===== config.mk =====
export PLATFORM = sky130hd
export DESIGN_NAME = usbp_top
export DESIGN_NICKNAME = d
export VERILOG_FILES = /design/src/hw/usbp_pkg.sv /design/src/hw/usbp_fifo.sv /design/src/hw/usbp_top.sv /design/src/hw/usbp_axil.sv
export SDC_FILE = /design/constraint.sdc
export NUM_CORES = 1
export LEC_CHECK = 0
export BUFFER_PORTS_ARGS = -buffer_cell sky130_fd_sc_hd__buf_2
export CORE_UTILIZATION = 25
export CTS_CLUSTER_SIZE = 20
export DETAILED_ROUTE_END_ITERATION = 7
export PLACE_DENSITY = 0.51
export SLEW_MARGIN = 40
export SYNTH_ARGS = -nofsm -noshare
export SYNTH_HDL_FRONTEND = slang
export SYNTH_SLANG_ARGS = --single-unit

===== constraint.sdc =====
create_clock -name aclk -period 8.2 [get_ports aclk]
set_clock_uncertainty 0.2 [all_clocks]
set_input_delay 1.23 -clock aclk [delete_from_list [all_inputs] [get_ports aclk]]
set_output_delay 1.23 -clock aclk [all_outputs]
set_load 0.02 [all_outputs]

===== src/hw/usbp_pkg.sv =====
// constants and helpers shared by the shadow buffer port design
package usbp_pkg;

  //////////////////////////////////////////////////////////////////////////////
  // bus geometry
  localparam int unsigned ADDR_W = 32; // axi4-lite address width
  localparam int unsigned DATA_W = 32; // axi4-lite data width
  localparam int unsigned STRB_W = 4; // byte lanes
  localparam int unsigned BYTE_W = 8; // serial character width

  //////////////////////////////////////////////////////////////////////////////
  // register map (byte addresses)
  localparam logic [31:0] BUF_ADDR = 32'h5000_1154; // uart_shadow_rx_tx_buffer_9
  localparam logic [31:0] BUF_ALIAS_FIRST = 32'h5000_1130; // alias location 0
  localparam logic [31:0] BUF_ALIAS_LAST = 32'h5000_116c; // alias location 15
  localparam logic [31:0] LSW_ADDR = 32'h5000_1180; // line_status_word, read only
  localparam logic [31:0] FCW_ADDR = 32'h5000_1184; // fifo_control_word, read/write
  localparam logic [31:0] IRQ_STAT_ADDR = 32'h5000_1188; // sticky events, read only
  localparam logic [31:0] IRQ_CLR_ADDR = 32'h5000_118c; // write one to clear
  localparam logic [31:0] IRQ_EN_ADDR = 32'h5000_1190; // event enables

  //////////////////////////////////////////////////////////////////////////////
  // field positions
  localparam int unsigned LSW_AVL_BIT = 0; // rx_byte_available_flag
  localparam int unsigned LSW_OE_BIT = 1; // overrun, cleared by reading line status
  localparam int unsigned LSW_TXE_BIT = 5; // tx_holding_empty_flag
  localparam int unsigned FCW_FIFO_EN_BIT = 0; // fifo enable
  localparam int unsigned FCW_IR_BIT = 1; // infrared mode select
  localparam int unsigned FCW_W = 2; // implemented control bits
  localparam int unsigned IRQ_RX_BIT = 0; // byte became available
  localparam int unsigned IRQ_OE_BIT = 1; // overrun happened
  localparam int unsigned IRQ_TXE_BIT = 2; // transmit side went empty
  localparam int unsigned IRQ_W = 3; // number of events

  //////////////////////////////////////////////////////////////////////////////
  // reset values and sizes
  localparam logic [BYTE_W-1:0] BYTE_RST = 8'h00; // data field after reset
  localparam logic [FCW_W-1:0] FCW_RST = 2'h0; // fifos off, uart mode
  localparam logic [IRQ_W-1:0] IRQ_RST = 3'h0; // no events, none enabled
  localparam int unsigned FIFO_DEPTH = 16; // entries per fifo
  localparam int unsigned PTR_W = 4; // log2 of depth
  localparam int unsigned CNT_W = 5; // holds 0..depth
  localparam logic [1:0] RESP_OKAY = 2'h0; // axi okay
  localparam logic [1:0] RESP_SLVERR = 2'h2; // axi slave error

  // true for any of the sixteen aliased buffer locations
  function automatic logic is_buf_addr(input logic [ADDR_W-1:0] a);
    return (a >= BUF_ALIAS_FIRST) && (a <= BUF_ALIAS_LAST) && (a[1:0] == 2'h0);
  endfunction

endpackage


===== src/hw/usbp_fifo.sv =====
// sixteen-entry byte fifo with flush, used for both directions
module usbp_fifo
  import usbp_pkg::*;
(
  // clock and reset
  input wire logic aclk,
  input wire logic aresetn,
  // control
  input wire logic flush,
  // write side
  input wire logic push,
  input wire logic [BYTE_W-1:0] push_data,
  // read side
  input wire logic pop,
  output logic [BYTE_W-1:0] head_data,
  // status
  output logic full,
  output logic empty
);

  logic [BYTE_W-1:0] mem_q [FIFO_DEPTH]; // storage array
  logic [PTR_W-1:0] wr_ptr_q; // next slot to fill
  logic [PTR_W-1:0] rd_ptr_q; // oldest slot
  logic [CNT_W-1:0] cnt_q; // occupancy

  // a push while full is dropped here so callers need no guard
  wire do_push = push && !full;
  wire do_pop = pop && !empty;

  assign full = (cnt_q == CNT_W'(FIFO_DEPTH));
  assign empty = (cnt_q == '0);
  assign head_data = mem_q[rd_ptr_q];

  // pointer and count bookkeeping
  always_ff @(posedge aclk) begin
    if (!aresetn || flush) begin
      wr_ptr_q <= '0;
      rd_ptr_q <= '0;
      cnt_q <= '0;
    end else begin
      if (do_push) wr_ptr_q <= wr_ptr_q + PTR_W'(1);
      if (do_pop) rd_ptr_q <= rd_ptr_q + PTR_W'(1);
      cnt_q <= cnt_q + CNT_W'(do_push) - CNT_W'(do_pop);
    end
  end

  // storage needs no reset, only valid entries are ever read
  always_ff @(posedge aclk) begin
    if (do_push) mem_q[wr_ptr_q] <= push_data;
  end

endmodule // usbp_fifo


===== src/hw/usbp_top.sv =====
// shadow receive/transmit buffer port with axi4-lite registers
//
// Summary of operation
// [RULE_01] sixteen aliased word locations reach one buffer
// [RULE_02] reads return received byte in bits 7:0
// [RULE_03] read byte valid only while data ready set
// [RULE_04] fifo off: new byte overwrites, flags overrun
// [RULE_05] fifo on: read pops oldest receive entry
// [RULE_06] receive fifo full: drop new byte, overrun
// [RULE_07] written byte queued for serial or infrared out
// [RULE_08] software writes only while transmit empty set
// [RULE_09] fifo off: write clears empty, rewrites overwrite
// [RULE_10] fifo on: sixteen writes accepted before full
// [RULE_11] writes to full transmit fifo are dropped
// [RULE_12] upper byte reads zero; data resets zero
//
// Local design decision: the AXI4-Lite interface to the registers.
module usbp_top
  import usbp_pkg::*;
(
  // clock and reset
  input wire logic aclk,
  input wire logic aresetn,
  // axi4-lite write address
  input wire logic [ADDR_W-1:0] s_axi_awaddr,
  input wire logic [2:0] s_axi_awprot,
  input wire logic s_axi_awvalid,
  output logic s_axi_awready,
  // axi4-lite write data
  input wire logic [DATA_W-1:0] s_axi_wdata,
  input wire logic [STRB_W-1:0] s_axi_wstrb,
  input wire logic s_axi_wvalid,
  output logic s_axi_wready,
  // axi4-lite write response
  output logic [1:0] s_axi_bresp,
  output logic s_axi_bvalid,
  input wire logic s_axi_bready,
  // axi4-lite read address
  input wire logic [ADDR_W-1:0] s_axi_araddr,
  input wire logic [2:0] s_axi_arprot,
  input wire logic s_axi_arvalid,
  output logic s_axi_arready,
  // axi4-lite read data
  output logic [DATA_W-1:0] s_axi_rdata,
  output logic [1:0] s_axi_rresp,
  output logic s_axi_rvalid,
  input wire logic s_axi_rready,
  // received characters from the deframer
  input wire logic rx_valid,
  input wire logic [BYTE_W-1:0] rx_byte,
  // characters to the framer
  output logic tx_valid,
  output logic [BYTE_W-1:0] tx_byte,
  input wire logic tx_ready,
  // mode and line status to the framing logic
  output logic ir_mode,
  output logic fifo_enable,
  output logic rx_byte_available_flag,
  output logic tx_holding_empty_flag,
  output logic overrun,
  // interrupt
  output logic irq
);

  ////////////////////////////////////////////////////////////////////////////////
  // register bus front end
  logic wr_en; // one-cycle write strobe
  logic [ADDR_W-1:0] wr_addr;
  logic [DATA_W-1:0] wr_data;
  logic [STRB_W-1:0] wr_strb;
  logic wr_err; // unmapped write address
  logic rd_en; // one-cycle read strobe
  logic [ADDR_W-1:0] rd_addr;
  logic [DATA_W-1:0] rd_data; // combinational read mux
  logic rd_err; // unmapped read address

  usbp_axil u_axil (
    .aclk(aclk),
    .aresetn(aresetn),
    .s_axi_awaddr(s_axi_awaddr),
    .s_axi_awvalid(s_axi_awvalid),
    .s_axi_awready(s_axi_awready),
    .s_axi_wdata(s_axi_wdata),
    .s_axi_wstrb(s_axi_wstrb),
    .s_axi_wvalid(s_axi_wvalid),
    .s_axi_wready(s_axi_wready),
    .s_axi_bresp(s_axi_bresp),
    .s_axi_bvalid(s_axi_bvalid),
    .s_axi_bready(s_axi_bready),
    .s_axi_araddr(s_axi_araddr),
    .s_axi_arvalid(s_axi_arvalid),
    .s_axi_arready(s_axi_arready),
    .s_axi_rdata(s_axi_rdata),
    .s_axi_rresp(s_axi_rresp),
    .s_axi_rvalid(s_axi_rvalid),
    .s_axi_rready(s_axi_rready),
    .wr_en(wr_en),
    .wr_addr(wr_addr),
    .wr_data(wr_data),
    .wr_strb(wr_strb),
    .wr_err(wr_err),
    .rd_en(rd_en),
    .rd_addr(rd_addr),
    .rd_data(rd_data),
    .rd_err(rd_err)
  );

  ////////////////////////////////////////////////////////////////////////////////
  // address decode
  // protection bits carry no meaning for this block
  wire unused_prot = ^{s_axi_awprot, s_axi_arprot};
  wire wr_buf = wr_en && is_buf_addr(wr_addr) && wr_strb[0]; // RULE_01
  wire wr_fcw = wr_en && (wr_addr == FCW_ADDR) && wr_strb[0];
  wire wr_irq_clr = wr_en && (wr_addr == IRQ_CLR_ADDR) && wr_strb[0];
  wire wr_irq_en = wr_en && (wr_addr == IRQ_EN_ADDR) && wr_strb[0];
  wire rd_buf = rd_en && is_buf_addr(rd_addr); // RULE_01
  wire rd_lsw = rd_en && (rd_addr == LSW_ADDR);
  wire wr_hit = is_buf_addr(wr_addr) || (wr_addr == FCW_ADDR) || (wr_addr == IRQ_CLR_ADDR)
                || (wr_addr == IRQ_EN_ADDR) || (wr_addr == LSW_ADDR)
                || (wr_addr == IRQ_STAT_ADDR);
  wire rd_hit = is_buf_addr(rd_addr) || (rd_addr == FCW_ADDR) || (rd_addr == LSW_ADDR)
                || (rd_addr == IRQ_STAT_ADDR) || (rd_addr == IRQ_EN_ADDR)
                || (rd_addr == IRQ_CLR_ADDR);
  // writes to read-only words complete okay and change nothing
  assign wr_err = !wr_hit;
  assign rd_err = !rd_hit;

  ////////////////////////////////////////////////////////////////////////////////
  // control word
  logic [FCW_W-1:0] fcw_q; // fifo_control_word
  logic [FCW_W-1:0] fcw_d;
  assign fcw_d = wr_fcw ? wr_data[FCW_W-1:0] : fcw_q;
  assign fifo_enable = fcw_q[FCW_FIFO_EN_BIT];
  assign ir_mode = fcw_q[FCW_IR_BIT];
  // toggling fifo enable discards both queues, stale bytes would otherwise mix modes
  wire fifo_flush = wr_fcw && (wr_data[FCW_FIFO_EN_BIT] != fcw_q[FCW_FIFO_EN_BIT]);

  // control register
  always_ff @(posedge aclk) begin
    if (!aresetn) fcw_q <= FCW_RST;
    else fcw_q <= fcw_d;
  end

  ////////////////////////////////////////////////////////////////////////////////
  // receive path
  logic [BYTE_W-1:0] rx_hold_q; // rx_holding_buffer when fifos are off
  logic [BYTE_W-1:0] rx_hold_d;
  logic rx_full_q; // holding register has an unread byte
  logic rx_full_d;
  logic [BYTE_W-1:0] rxf_head;
  logic rxf_full;
  logic rxf_empty;

  // framer delivers the byte from the wire or infrared input per ir_mode
  wire rx_push_fifo = rx_valid && fifo_enable; // RULE_05
  wire rx_pop_fifo = rd_buf && fifo_enable; // RULE_05
  // overrun: holding register not yet read, or fifo already full
  // a pop in the arrival cycle makes no room, the new byte is still lost
  wire rx_hold_ovr = rx_valid && !fifo_enable && rx_full_q && !rd_buf; // RULE_04
  wire rx_fifo_ovr = rx_push_fifo && rxf_full; // RULE_06
  wire rx_ovr_evt = rx_hold_ovr || rx_fifo_ovr;

  usbp_fifo u_rx_fifo (
    .aclk(aclk),
    .aresetn(aresetn),
    .flush(fifo_flush),
    .push(rx_push_fifo), // RULE_06
    .push_data(rx_byte),
    .pop(rx_pop_fifo),
    .head_data(rxf_head),
    .full(rxf_full),
    .empty(rxf_empty)
  );

  // holding register: a new byte always lands, even over an unread one
  assign rx_hold_d = (rx_valid && !fifo_enable) ? rx_byte : rx_hold_q; // RULE_04
  assign rx_full_d = (rx_valid && !fifo_enable) ? 1'b1
                   : ((rd_buf && !fifo_enable) || fifo_flush) ? 1'b0 : rx_full_q;
  assign rx_byte_available_flag = fifo_enable ? !rxf_empty : rx_full_q; // RULE_03

  // receive holding state
  always_ff @(posedge aclk) begin
    if (!aresetn) begin
      rx_hold_q <= BYTE_RST; // RULE_12
      rx_full_q <= 1'b0;
    end else begin
      rx_hold_q <= rx_hold_d;
      rx_full_q <= rx_full_d;
    end
  end

  ////////////////////////////////////////////////////////////////////////////////
  // line status
  logic oe_q; // overrun, held until line status is read
  logic oe_d;
  // a new overrun in the reading cycle wins over the clear
  assign oe_d = rx_ovr_evt ? 1'b1 : (rd_lsw ? 1'b0 : oe_q);
  assign overrun = oe_q;

  // overrun flag
  always_ff @(posedge aclk) begin
    if (!aresetn) oe_q <= 1'b0;
    else oe_q <= oe_d;
  end

  ////////////////////////////////////////////////////////////////////////////////
  // transmit path
  logic [BYTE_W-1:0] tx_hold_q; // tx_holding_buffer when fifos are off
  logic [BYTE_W-1:0] tx_hold_d;
  logic tx_full_q; // holding register occupied
  logic tx_full_d;
  logic [BYTE_W-1:0] txf_head;
  logic txf_full;
  logic txf_empty;

  // software is expected to wait for empty; the device still copes if it does not
  wire tx_push_fifo = wr_buf && fifo_enable && !txf_full; // RULE_08 RULE_11
  wire tx_take = tx_valid && tx_ready;

  usbp_fifo u_tx_fifo (
    .aclk(aclk),
    .aresetn(aresetn),
    .flush(fifo_flush),
    .push(tx_push_fifo), // RULE_10
    .push_data(wr_data[BYTE_W-1:0]),
    .pop(tx_take && fifo_enable),
    .head_data(txf_head),
    .full(txf_full),
    .empty(txf_empty)
  );

  // holding register: each write replaces the held byte and marks it full
  assign tx_hold_d = (wr_buf && !fifo_enable) ? wr_data[BYTE_W-1:0] : tx_hold_q; // RULE_09
  assign tx_full_d = (wr_buf && !fifo_enable) ? 1'b1
                   : ((tx_take && !fifo_enable) || fifo_flush) ? 1'b0 : tx_full_q; // RULE_09
  assign tx_holding_empty_flag = fifo_enable ? txf_empty : !tx_full_q; // RULE_09 RULE_10
  // framer routes to the wire or the inverted infrared output per ir_mode
  assign tx_valid = fifo_enable ? !txf_empty : tx_full_q; // RULE_07
  assign tx_byte = fifo_enable ? txf_head : tx_hold_q; // RULE_07

  // transmit holding state
  always_ff @(posedge aclk) begin
    if (!aresetn) begin
      tx_hold_q <= BYTE_RST; // RULE_12
      tx_full_q <= 1'b0;
    end else begin
      tx_hold_q <= tx_hold_d;
      tx_full_q <= tx_full_d;
    end
  end

  ////////////////////////////////////////////////////////////////////////////////
  // interrupts
  logic [IRQ_W-1:0] irq_stat_q; // sticky events
  logic [IRQ_W-1:0] irq_stat_d;
  logic [IRQ_W-1:0] irq_en_q; // enables, same layout
  logic [IRQ_W-1:0] irq_en_d;
  logic txe_q; // previous empty flag, for the rising edge
  logic avl_q; // previous available flag
  logic [IRQ_W-1:0] irq_evt;
  logic [IRQ_W-1:0] irq_clr;

  assign irq_evt[IRQ_RX_BIT] = rx_byte_available_flag && !avl_q;
  assign irq_evt[IRQ_OE_BIT] = rx_ovr_evt;
  assign irq_evt[IRQ_TXE_BIT] = tx_holding_empty_flag && !txe_q;
  assign irq_clr = wr_irq_clr ? wr_data[IRQ_W-1:0] : '0;
  // set wins over a clear in the same cycle so no event is lost
  assign irq_stat_d = irq_evt | (irq_stat_q & ~irq_clr);
  assign irq_en_d = wr_irq_en ? wr_data[IRQ_W-1:0] : irq_en_q;
  assign irq = |(irq_stat_q & irq_en_q);

  // interrupt state
  always_ff @(posedge aclk) begin
    if (!aresetn) begin
      irq_stat_q <= IRQ_RST;
      irq_en_q <= IRQ_RST;
      txe_q <= 1'b1; // empty out of reset is no event
      avl_q <= 1'b0;
    end else begin
      irq_stat_q <= irq_stat_d;
      irq_en_q <= irq_en_d;
      txe_q <= tx_holding_empty_flag;
      avl_q <= rx_byte_available_flag;
    end
  end

  ////////////////////////////////////////////////////////////////////////////////
  // read mux
  // buffer byte sits in 7:0, every bit above reads zero
  wire [BYTE_W-1:0] rx_head = fifo_enable ? rxf_head : rx_hold_q; // RULE_02 RULE_05
  logic [DATA_W-1:0] lsw_word; // line_status_word image

  // fields placed by their shared positions, every other bit reads zero
  always_comb begin
    lsw_word = '0;
    lsw_word[LSW_AVL_BIT] = rx_byte_available_flag; // RULE_03
    lsw_word[LSW_OE_BIT] = oe_q;
    lsw_word[LSW_TXE_BIT] = tx_holding_empty_flag;
  end

  assign rd_data = is_buf_addr(rd_addr) ? DATA_W'(rx_head) // RULE_02 RULE_12
                 : (rd_addr == LSW_ADDR) ? lsw_word
                 : (rd_addr == FCW_ADDR) ? DATA_W'(fcw_q)
                 : (rd_addr == IRQ_STAT_ADDR) ? DATA_W'(irq_stat_q)
                 : (rd_addr == IRQ_EN_ADDR) ? DATA_W'({unused_prot & 1'b0, irq_en_q})
                 : '0;

endmodule // usbp_top


===== src/hw/usbp_axil.sv =====
// axi4-lite slave that turns bus traffic into single-cycle strobes
module usbp_axil
  import usbp_pkg::*;
(
  // clock and reset
  input wire logic aclk,
  input wire logic aresetn,
  // write address and data
  input wire logic [ADDR_W-1:0] s_axi_awaddr,
  input wire logic s_axi_awvalid,
  output logic s_axi_awready,
  input wire logic [DATA_W-1:0] s_axi_wdata,
  input wire logic [STRB_W-1:0] s_axi_wstrb,
  input wire logic s_axi_wvalid,
  output logic s_axi_wready,
  // write response
  output logic [1:0] s_axi_bresp,
  output logic s_axi_bvalid,
  input wire logic s_axi_bready,
  // read address and data
  input wire logic [ADDR_W-1:0] s_axi_araddr,
  input wire logic s_axi_arvalid,
  output logic s_axi_arready,
  output logic [DATA_W-1:0] s_axi_rdata,
  output logic [1:0] s_axi_rresp,
  output logic s_axi_rvalid,
  input wire logic s_axi_rready,
  // register side
  output logic wr_en,
  output logic [ADDR_W-1:0] wr_addr,
  output logic [DATA_W-1:0] wr_data,
  output logic [STRB_W-1:0] wr_strb,
  input wire logic wr_err,
  output logic rd_en,
  output logic [ADDR_W-1:0] rd_addr,
  input wire logic [DATA_W-1:0] rd_data,
  input wire logic rd_err
);

  logic aw_held_q; // write address captured
  logic w_held_q; // write data captured
  logic [ADDR_W-1:0] awaddr_q;
  logic [DATA_W-1:0] wdata_q;
  logic [STRB_W-1:0] wstrb_q;

  // one write in flight: channels close until the response is taken
  assign s_axi_awready = !aw_held_q && !s_axi_bvalid;
  assign s_axi_wready = !w_held_q && !s_axi_bvalid;
  assign wr_en = aw_held_q && w_held_q;
  assign wr_addr = awaddr_q;
  assign wr_data = wdata_q;
  assign wr_strb = wstrb_q;
  // read strobe fires on the address handshake itself
  assign s_axi_arready = !s_axi_rvalid;
  assign rd_en = s_axi_arvalid && s_axi_arready;
  assign rd_addr = s_axi_araddr;

  // write channel capture and response
  always_ff @(posedge aclk) begin
    if (!aresetn) begin
      aw_held_q <= 1'b0;
      w_held_q <= 1'b0;
      awaddr_q <= '0;
      wdata_q <= '0;
      wstrb_q <= '0;
      s_axi_bvalid <= 1'b0;
      s_axi_bresp <= RESP_OKAY;
    end else begin
      if (s_axi_awvalid && s_axi_awready) begin
        aw_held_q <= 1'b1;
        awaddr_q <= s_axi_awaddr;
      end
      if (s_axi_wvalid && s_axi_wready) begin
        w_held_q <= 1'b1;
        wdata_q <= s_axi_wdata;
        wstrb_q <= s_axi_wstrb;
      end
      if (wr_en) begin
        aw_held_q <= 1'b0;
        w_held_q <= 1'b0;
        s_axi_bvalid <= 1'b1;
        s_axi_bresp <= wr_err ? RESP_SLVERR : RESP_OKAY;
      end else if (s_axi_bready) begin
        s_axi_bvalid <= 1'b0;
      end
    end
  end

  // read data register
  always_ff @(posedge aclk) begin
    if (!aresetn) begin
      s_axi_rvalid <= 1'b0;
      s_axi_rdata <= '0;
      s_axi_rresp <= RESP_OKAY;
    end else if (rd_en) begin
      s_axi_rvalid <= 1'b1;
      s_axi_rdata <= rd_data;
      s_axi_rresp <= rd_err ? RESP_SLVERR : RESP_OKAY;
    end else if (s_axi_rready) begin
      s_axi_rvalid <= 1'b0;
    end
  end

endmodule // usbp_axil


==> results of run 1 <==
report_power, final:
group	switching (mW)	internal, mW
combinational	0.0886	0.0431
sequential	0.0260	2.04
clock	0.746	0.950
total	0.860	3.03
worst max-delay path, cell delays in order, from the launching register on:
cell and delay (ps):
dfxtp_2 310, buf_4 520, mux4_2 620, mux4_2 500
mux2_2 300, buf_2 160
metal layers:
layer  up-vias  part of all wire, %  wire [µm]
met5         -                0.066         23
met4         4                  1.6        554
met3        49                  5.8       2030
met2       176                   48      16800
met1      4377                   44      15600
li1       4252                    -          -
per-stage QoR:
step | hold slack, ps | instances | utilization [%]
after floorplan | 231 | 1111 | -
after global placement | 239 | 1949 | 27.6
after detailed placement | 243 | 1949 | 27.7
after CTS | 251 | 2022 | 29.7
after global routing | 276 | 2023 | 29.8
final | 250 | 2026 | 29.8
registers in the layout, indices dropped and copies added (netlist names), 4 cells and up, named ones only:
register and cells:
u_axil.wr_addr 32, u_rx_fifo.rd_ptr_q 4, u_tx_fifo.cnt_q 5, u_axil.wr_data 8
u_axil.s_axi_rdata 8, u_tx_fifo.mem_q 128, u_rx_fifo.mem_q 128, tx_hold_q 8
u_rx_fifo.cnt_q 5, rx_hold_q 8, u_tx_fifo.wr_ptr_q 4, u_rx_fifo.wr_ptr_q 4
u_tx_fifo.rd_ptr_q 4
cells by family after synthesis:
family / Yosys count / share of synthesized area [%]
DFF: 374 / 65.7
and+or+nand+nor: 337 / 10.4
AOI/OAI and AO/OA: 123 / 4.73
muxes: 105 / 12.8
buffers and inverters: 103 / 3.21
adders and majority gates: 24 / 2.06
xor gates and xnor gates: 19 / 1.09
other: 1 / 0.0245
area by class of cell:
class                      count  area, µm²
multi-input combinational    634       4940
inverter                      28        105
antenna                        3       7.51
clock buffer                  52       1060
tap                          782        978
fill                        6080      42400
sequential                   374      10100
clock inverter                21        158
timing repair buffer         132        706
synthesized netlist by cell type, drive strengths merged, types with 5 or more instances:
| cell type | count |
|---|---|
| clkbuf | 30 |
| buf | 45 |
| ha | 22 |
| mux4 | 71 |
| a31oi | 9 |
| and2 | 5 |
| xor2 | 9 |
| a22oi | 6 |
| and3 | 12 |
| nor4b | 7 |
| edfxtp | 256 |
| dfxtp | 118 |
| nor2 | 80 |
| nand4 | 8 |
| inv | 27 |
| mux2i | 24 |
| o21ai | 10 |
| nand3 | 11 |
| a21o | 6 |
| a21oi | 74 |
| mux2 | 10 |
| nor2b | 8 |
| nor3 | 19 |
| nor4 | 11 |
| xnor2 | 10 |
| nand2 | 149 |
| nand2b | 9 |
final timing paths:
check        depth (start not counted)                               end
min reg2reg                          2   u_axil.wr_addr[12]$_SDFFE_PN0P_
min                                  2   u_axil.wr_addr[12]$_SDFFE_PN0P_
max                                  5                        tx_byte[2]
max reg2reg                          5  u_tx_fifo.mem_q[15][3]$_DFFE_PP_
==> results.md, run 1 <==
* Io pins at 179
* Final worst path period share at 53.8%
* RSZ-0062 raised after global routing: false
* Data required, critical path at 6770 ps
* Synth area leaders: edfxtp_1 50%, dfxtp_1 15%, mux4_2 10%
* Met1 Use GR at 15.1%
* DP Worst Slack at 3510 ps
* Worst r2r src: u_axil.wr_addr[23]$_SDFFE_PN0P_
* Leak at 5.92 nW
* Hold Vio Cnt, Final at 0
* Via-to-Cell Ratio at 4.37
* Chip height at 249 µm
* I/O Buffers at 119
* Arr. time, crit path at 2980 ps
* Final TNS setup at 0 ps
* Worst-path maximum fanout at 32
* WL/cell at 17.3 µm
* Post-synthesis cell area at 15300 µm²
* Achievable frequency at 227 MHz
* Cts hold-fix bufs at 0
* Die area at 62100 µm²
* Drt pass-1 iters at 5
* Gr busiest metal: met2
* Yosys top cell area share at 50.3%
* CP Class: register to primary output
* Hold_sp: u_axil.wr_addr[12]$_SDFFE_PN0P_
* Synthesized area per cell at 14.1 µm²
* Fraction of registers with async set/reset at 0%
* Vias after detailed routing at 8858
* Nature of the critical path endpoint: primary output
* Number of remaining DRC errors at 0
* Flops & latches, synth at 374
* Core area at 60400 µm²
* Post-DRT Antenna Nets at 0
* GR Util met3 at 2.60%
* Max-slew violations at 0
* HP Class: register to register
* Share of cells above drive strength 1 at 24.5%
* Number of global-route vias before repair at 8926
* GRT Util Overall at 11.3%
* # setup viols final at 0
* Unique cell type count in the Yosys netlist at 59
* First-pass GRT wire length at 54000 µm
* Worst-Margin Slew at 839 ps
* Final Power at 3.89 mW
* Flop2flop setup slack at 4540 ps
* Net count reported at finish at 1357
* Mapped Cells at 1086
* DP Area at 16700 µm²
* CTS tree: done
* Most common cell after layout, fill and taps aside: edfxtp_1
* H-tree depth at 2
* Final Cell Area at 18000 µm²
* Cell taking the most area after synthesis: edfxtp_1
* GR Overflow Total at 0
* Most frequent cells in the layout: 256 x edfxtp_1, 147 x nand2_1, 119 x buf_2
* Max_cap viols at 0
* Routed Wire Length at 35000 µm
* PwrDens at 216 nW/µm²
* Post-synth EDFFs at 256
* Gp weighted congestion at 0.733
* Seq/Total Area, Yosys at 65.7%
* Period minus WS final at 4410 ps
* Initial antenna violation count at 6
* TritonCTS Buffers at 40
* Skew-Pair Late Insertion Delay at 550 ps
* # clock sinks at 374
* Cts repair resizes at 0
* Synth Flop Type: edfxtp_1
* Cell row count at 90
* Crit start category: register
* Die X at 249 µm
* Clk slew on worst S/H paths at 60 ps
* Drt initial violations at 510
* Post CTS Setup Buffer Count at 0
* Maximum root-to-sink buffer count at 3
* Setup slack after layout at 3790 ps
* Warnings from Yosys at 0
* Largest net degree at the start of global routing at 75
* Starting Density at 25.3%
* VDD IR max at 215 µV
* Slew HR at 43.5%
* Root Driver: clkbuf_16
* Area Growth Syn to Fin at 17.8%
* Outcome: complete, no violations
* Global Route met2 Usage at 18.5%
* Hpwl dp at 24300 µm
No activity file was read; power rests on OpenSTA's default activity.
==> run 2: changes to the inputs <==
==> constraint.sdc (replaced) <==
create_clock -name aclk -period 4.6 [get_ports aclk]
set_clock_uncertainty 0.2 [all_clocks]
set_input_delay 0.69 -clock aclk [delete_from_list [all_inputs] [get_ports aclk]]
set_output_delay 0.69 -clock aclk [all_outputs]
set_load 0.02 [all_outputs]
==> run 2 against run 1 <==
Net effect:
- register-to-register slack got worse by 3600 ps
- hold slack lost 120 ps
- cell area is 1.3% higher
- sequential share of layout area decreased by 0.70 points
- global-route usage is essentially flat
- clock power grew 95%
- final cell count grew 0.69%
- setup slack got worse by 3000 ps
- non-clock buffer count up 14
- combinational power rose by 78%
- die area unchanged
==> results.md, run 2 (synthesis results as in run 1) <==
* Post-Layout Cell Count at 2040 (+0.69%)
* DP Cell Count at 1964 (+0.77%)
* GR Overflow Total at 0 (unchanged)
* Number of global-route vias before repair at 9072 (+1.6%)
* Drt pass-1 iters at 5 (unchanged)
* Top routing layer used: met5
* Max_cap viols at 0 (unchanged)
* TritonCTS Buffers at 40 (unchanged)
* Leak at 6.05 nW (+2.2%)
* Hold_sp: s_axi_rready
* Maximum root-to-sink buffer count at 3 (unchanged)
* Filler cell count at 6077 (-0.049%)
* Worst-path maximum fanout at 21 (-34%)
* DR WL met2 at 17000 µm (+0.91%)
* Worst-Margin Slew at 797 ps (-42.4 ps)
* Slew HR at 46.7% (+3.1 points)
* H-tree depth at 2 (unchanged)
* Cell row count at 90 (unchanged)
* Gp weighted congestion at 0.742 (+1.3%)
* Routed Wire Length at 35600 µm (+1.7%)
* Area Growth Syn to Fin at 19.3%
* Final TNS setup at 0 ps (unchanged)
* Vias after detailed routing at 9022 (+1.9%)
* # clock sinks at 374 (unchanged)
* GRT Util Overall at 11.3% (+0.039 points)
* Share of cells above drive strength 1 at 25.9% (+1.4 points)
* Clk slew on worst S/H paths at 70 ps (about the same)
* Final worst path period share at 83.7%
* Achievable frequency at 260 MHz
* Post CTS Setup Buffer Count at 0 (unchanged)
* HP Class: input port to register
* Most frequent cells in the layout: 256 x edfxtp_1, 148 x nand2_1, 119 x buf_2
* Die area at 62100 µm² (unchanged)
* Most common cell after layout, fill and taps aside: edfxtp_1
* Wire length on met3 at 2040 µm (+0.54%)
* Die X at 249 µm (unchanged)
* I/O Buffers at 119 (unchanged)
* PwrDens at 397 nW/µm² (+84%)
* Cts repair resizes at 0 (unchanged)
* CTS tree: done
* Starting Density at 25.3% (unchanged)
* # setup viols final at 0 (unchanged)
* Post-DRT Antenna Nets at 0 (unchanged)
* WL/cell at 17.5 µm (+1.0%)
* Via-to-Cell Ratio at 4.42 (+1.2%)
* Io pins at 179 (unchanged)
* Root Driver: clkbuf_16
* Period minus WS final at 3850 ps
* Worst r2r src: u_axil.wr_addr[23]$_SDFFE_PN0P_
* Data required, critical path at 3710 ps (-3060 ps)
* Net count reported at finish at 1371 (+1.0%)
* VDD IR max at 325 µV (+51%)
* RSZ-0062 raised after global routing: false
* Outcome: complete, no violations
* Nature of the critical path endpoint: primary output
* Number of remaining DRC errors at 0 (unchanged)
* Metal1 wirelength at 16000 µm (+2.6%)
* Hpwl dp at 24900 µm (+2.6%)
* Skew-Pair Late Insertion Delay at 540 ps (about the same)
* Hold Vio Cnt, Final at 0 (unchanged)
* CP Class: register to primary output
* Arr. time, crit path at 2960 ps (-20 ps)
* Max-slew violations at 0 (unchanged)
* Cts hold-fix bufs at 0 (unchanged)
* Drt initial violations at 534 (+4.7%)
* Chip height at 249 µm (unchanged)
* Initial antenna violation count at 9 (+3)
* Crit start category: register
* Largest net degree at the start of global routing at 45 (-40%)
* Core area at 60400 µm² (unchanged)
* First-pass GRT wire length at 54300 µm (+0.41%)
run 2: final cells by class:
cell class | instances | area, µm² | area share (%)
diodes | 2 | 5.00 | 0.0275
inverters | 28 | 105 | 0.577
multi-input cells | 634 | 4920 | 27.0
clock inverters | 26 | 324 | 1.78
clock buffers | 48 | 1030 | 5.66
well taps | 782 | 978 | 5.37
repair buffers | 146 | 811 | 4.45
flip-flops and latches | 374 | 10100 | 55.2
run 2: metal layers:
metal  global-route usage, %  vias to the layer above
li1                        -                     4273
met1                    14.9                     4519
met2                    18.6                      164
met3                    2.74                       58
met4                    2.84                        8
met5                       0                        -
run 2: power breakdown:
group	total, mW	internal [mW]	switching (mW)	leakage (nW)
Clock	3.32	1.97	1.35	0.660
Combinational	0.235	0.0766	0.158	2.18
Sequential	3.68	3.63	0.0469	3.21
run 2: metrics by stage:
step	instance area, µm²	total power [mW]	utilization, %	setup WS, ps	hold WS, ps
finish	18200	7.23	30.2	749	130
global route	18200	7.47	30.2	552	104
CTS	18200	7.33	30.2	666	106
detailed placement	16900	3.99	27.9	666	242
global placement	16800	3.98	27.8	704	237
floorplan	15400	3.88	-	1140	231
run 2: path summary, 6_finish.rpt:
| path | slack, ps | depth (start not counted) | endpoint |
|---|---|---|---|
| max | 750 | 5 | tx_byte[7] |
| min | 130 | 2 | u_axil.s_axi_rvalid$_SDFFE_PN0P_ |
| min reg2reg | 250 | 2 | u_axil.wr_addr[26]$_SDFFE_PN0P_ |
| max reg2reg | 970 | 5 | u_tx_fifo.mem_q[15][6]$_DFFE_PP_ |
run 2: critical path, cell delays in order, from the launching register on:
cell     delay [ps]
dfxtp_2         630
buf_12          280
mux4_2          550
mux4_2          500
mux2_2          280
buf_2           160
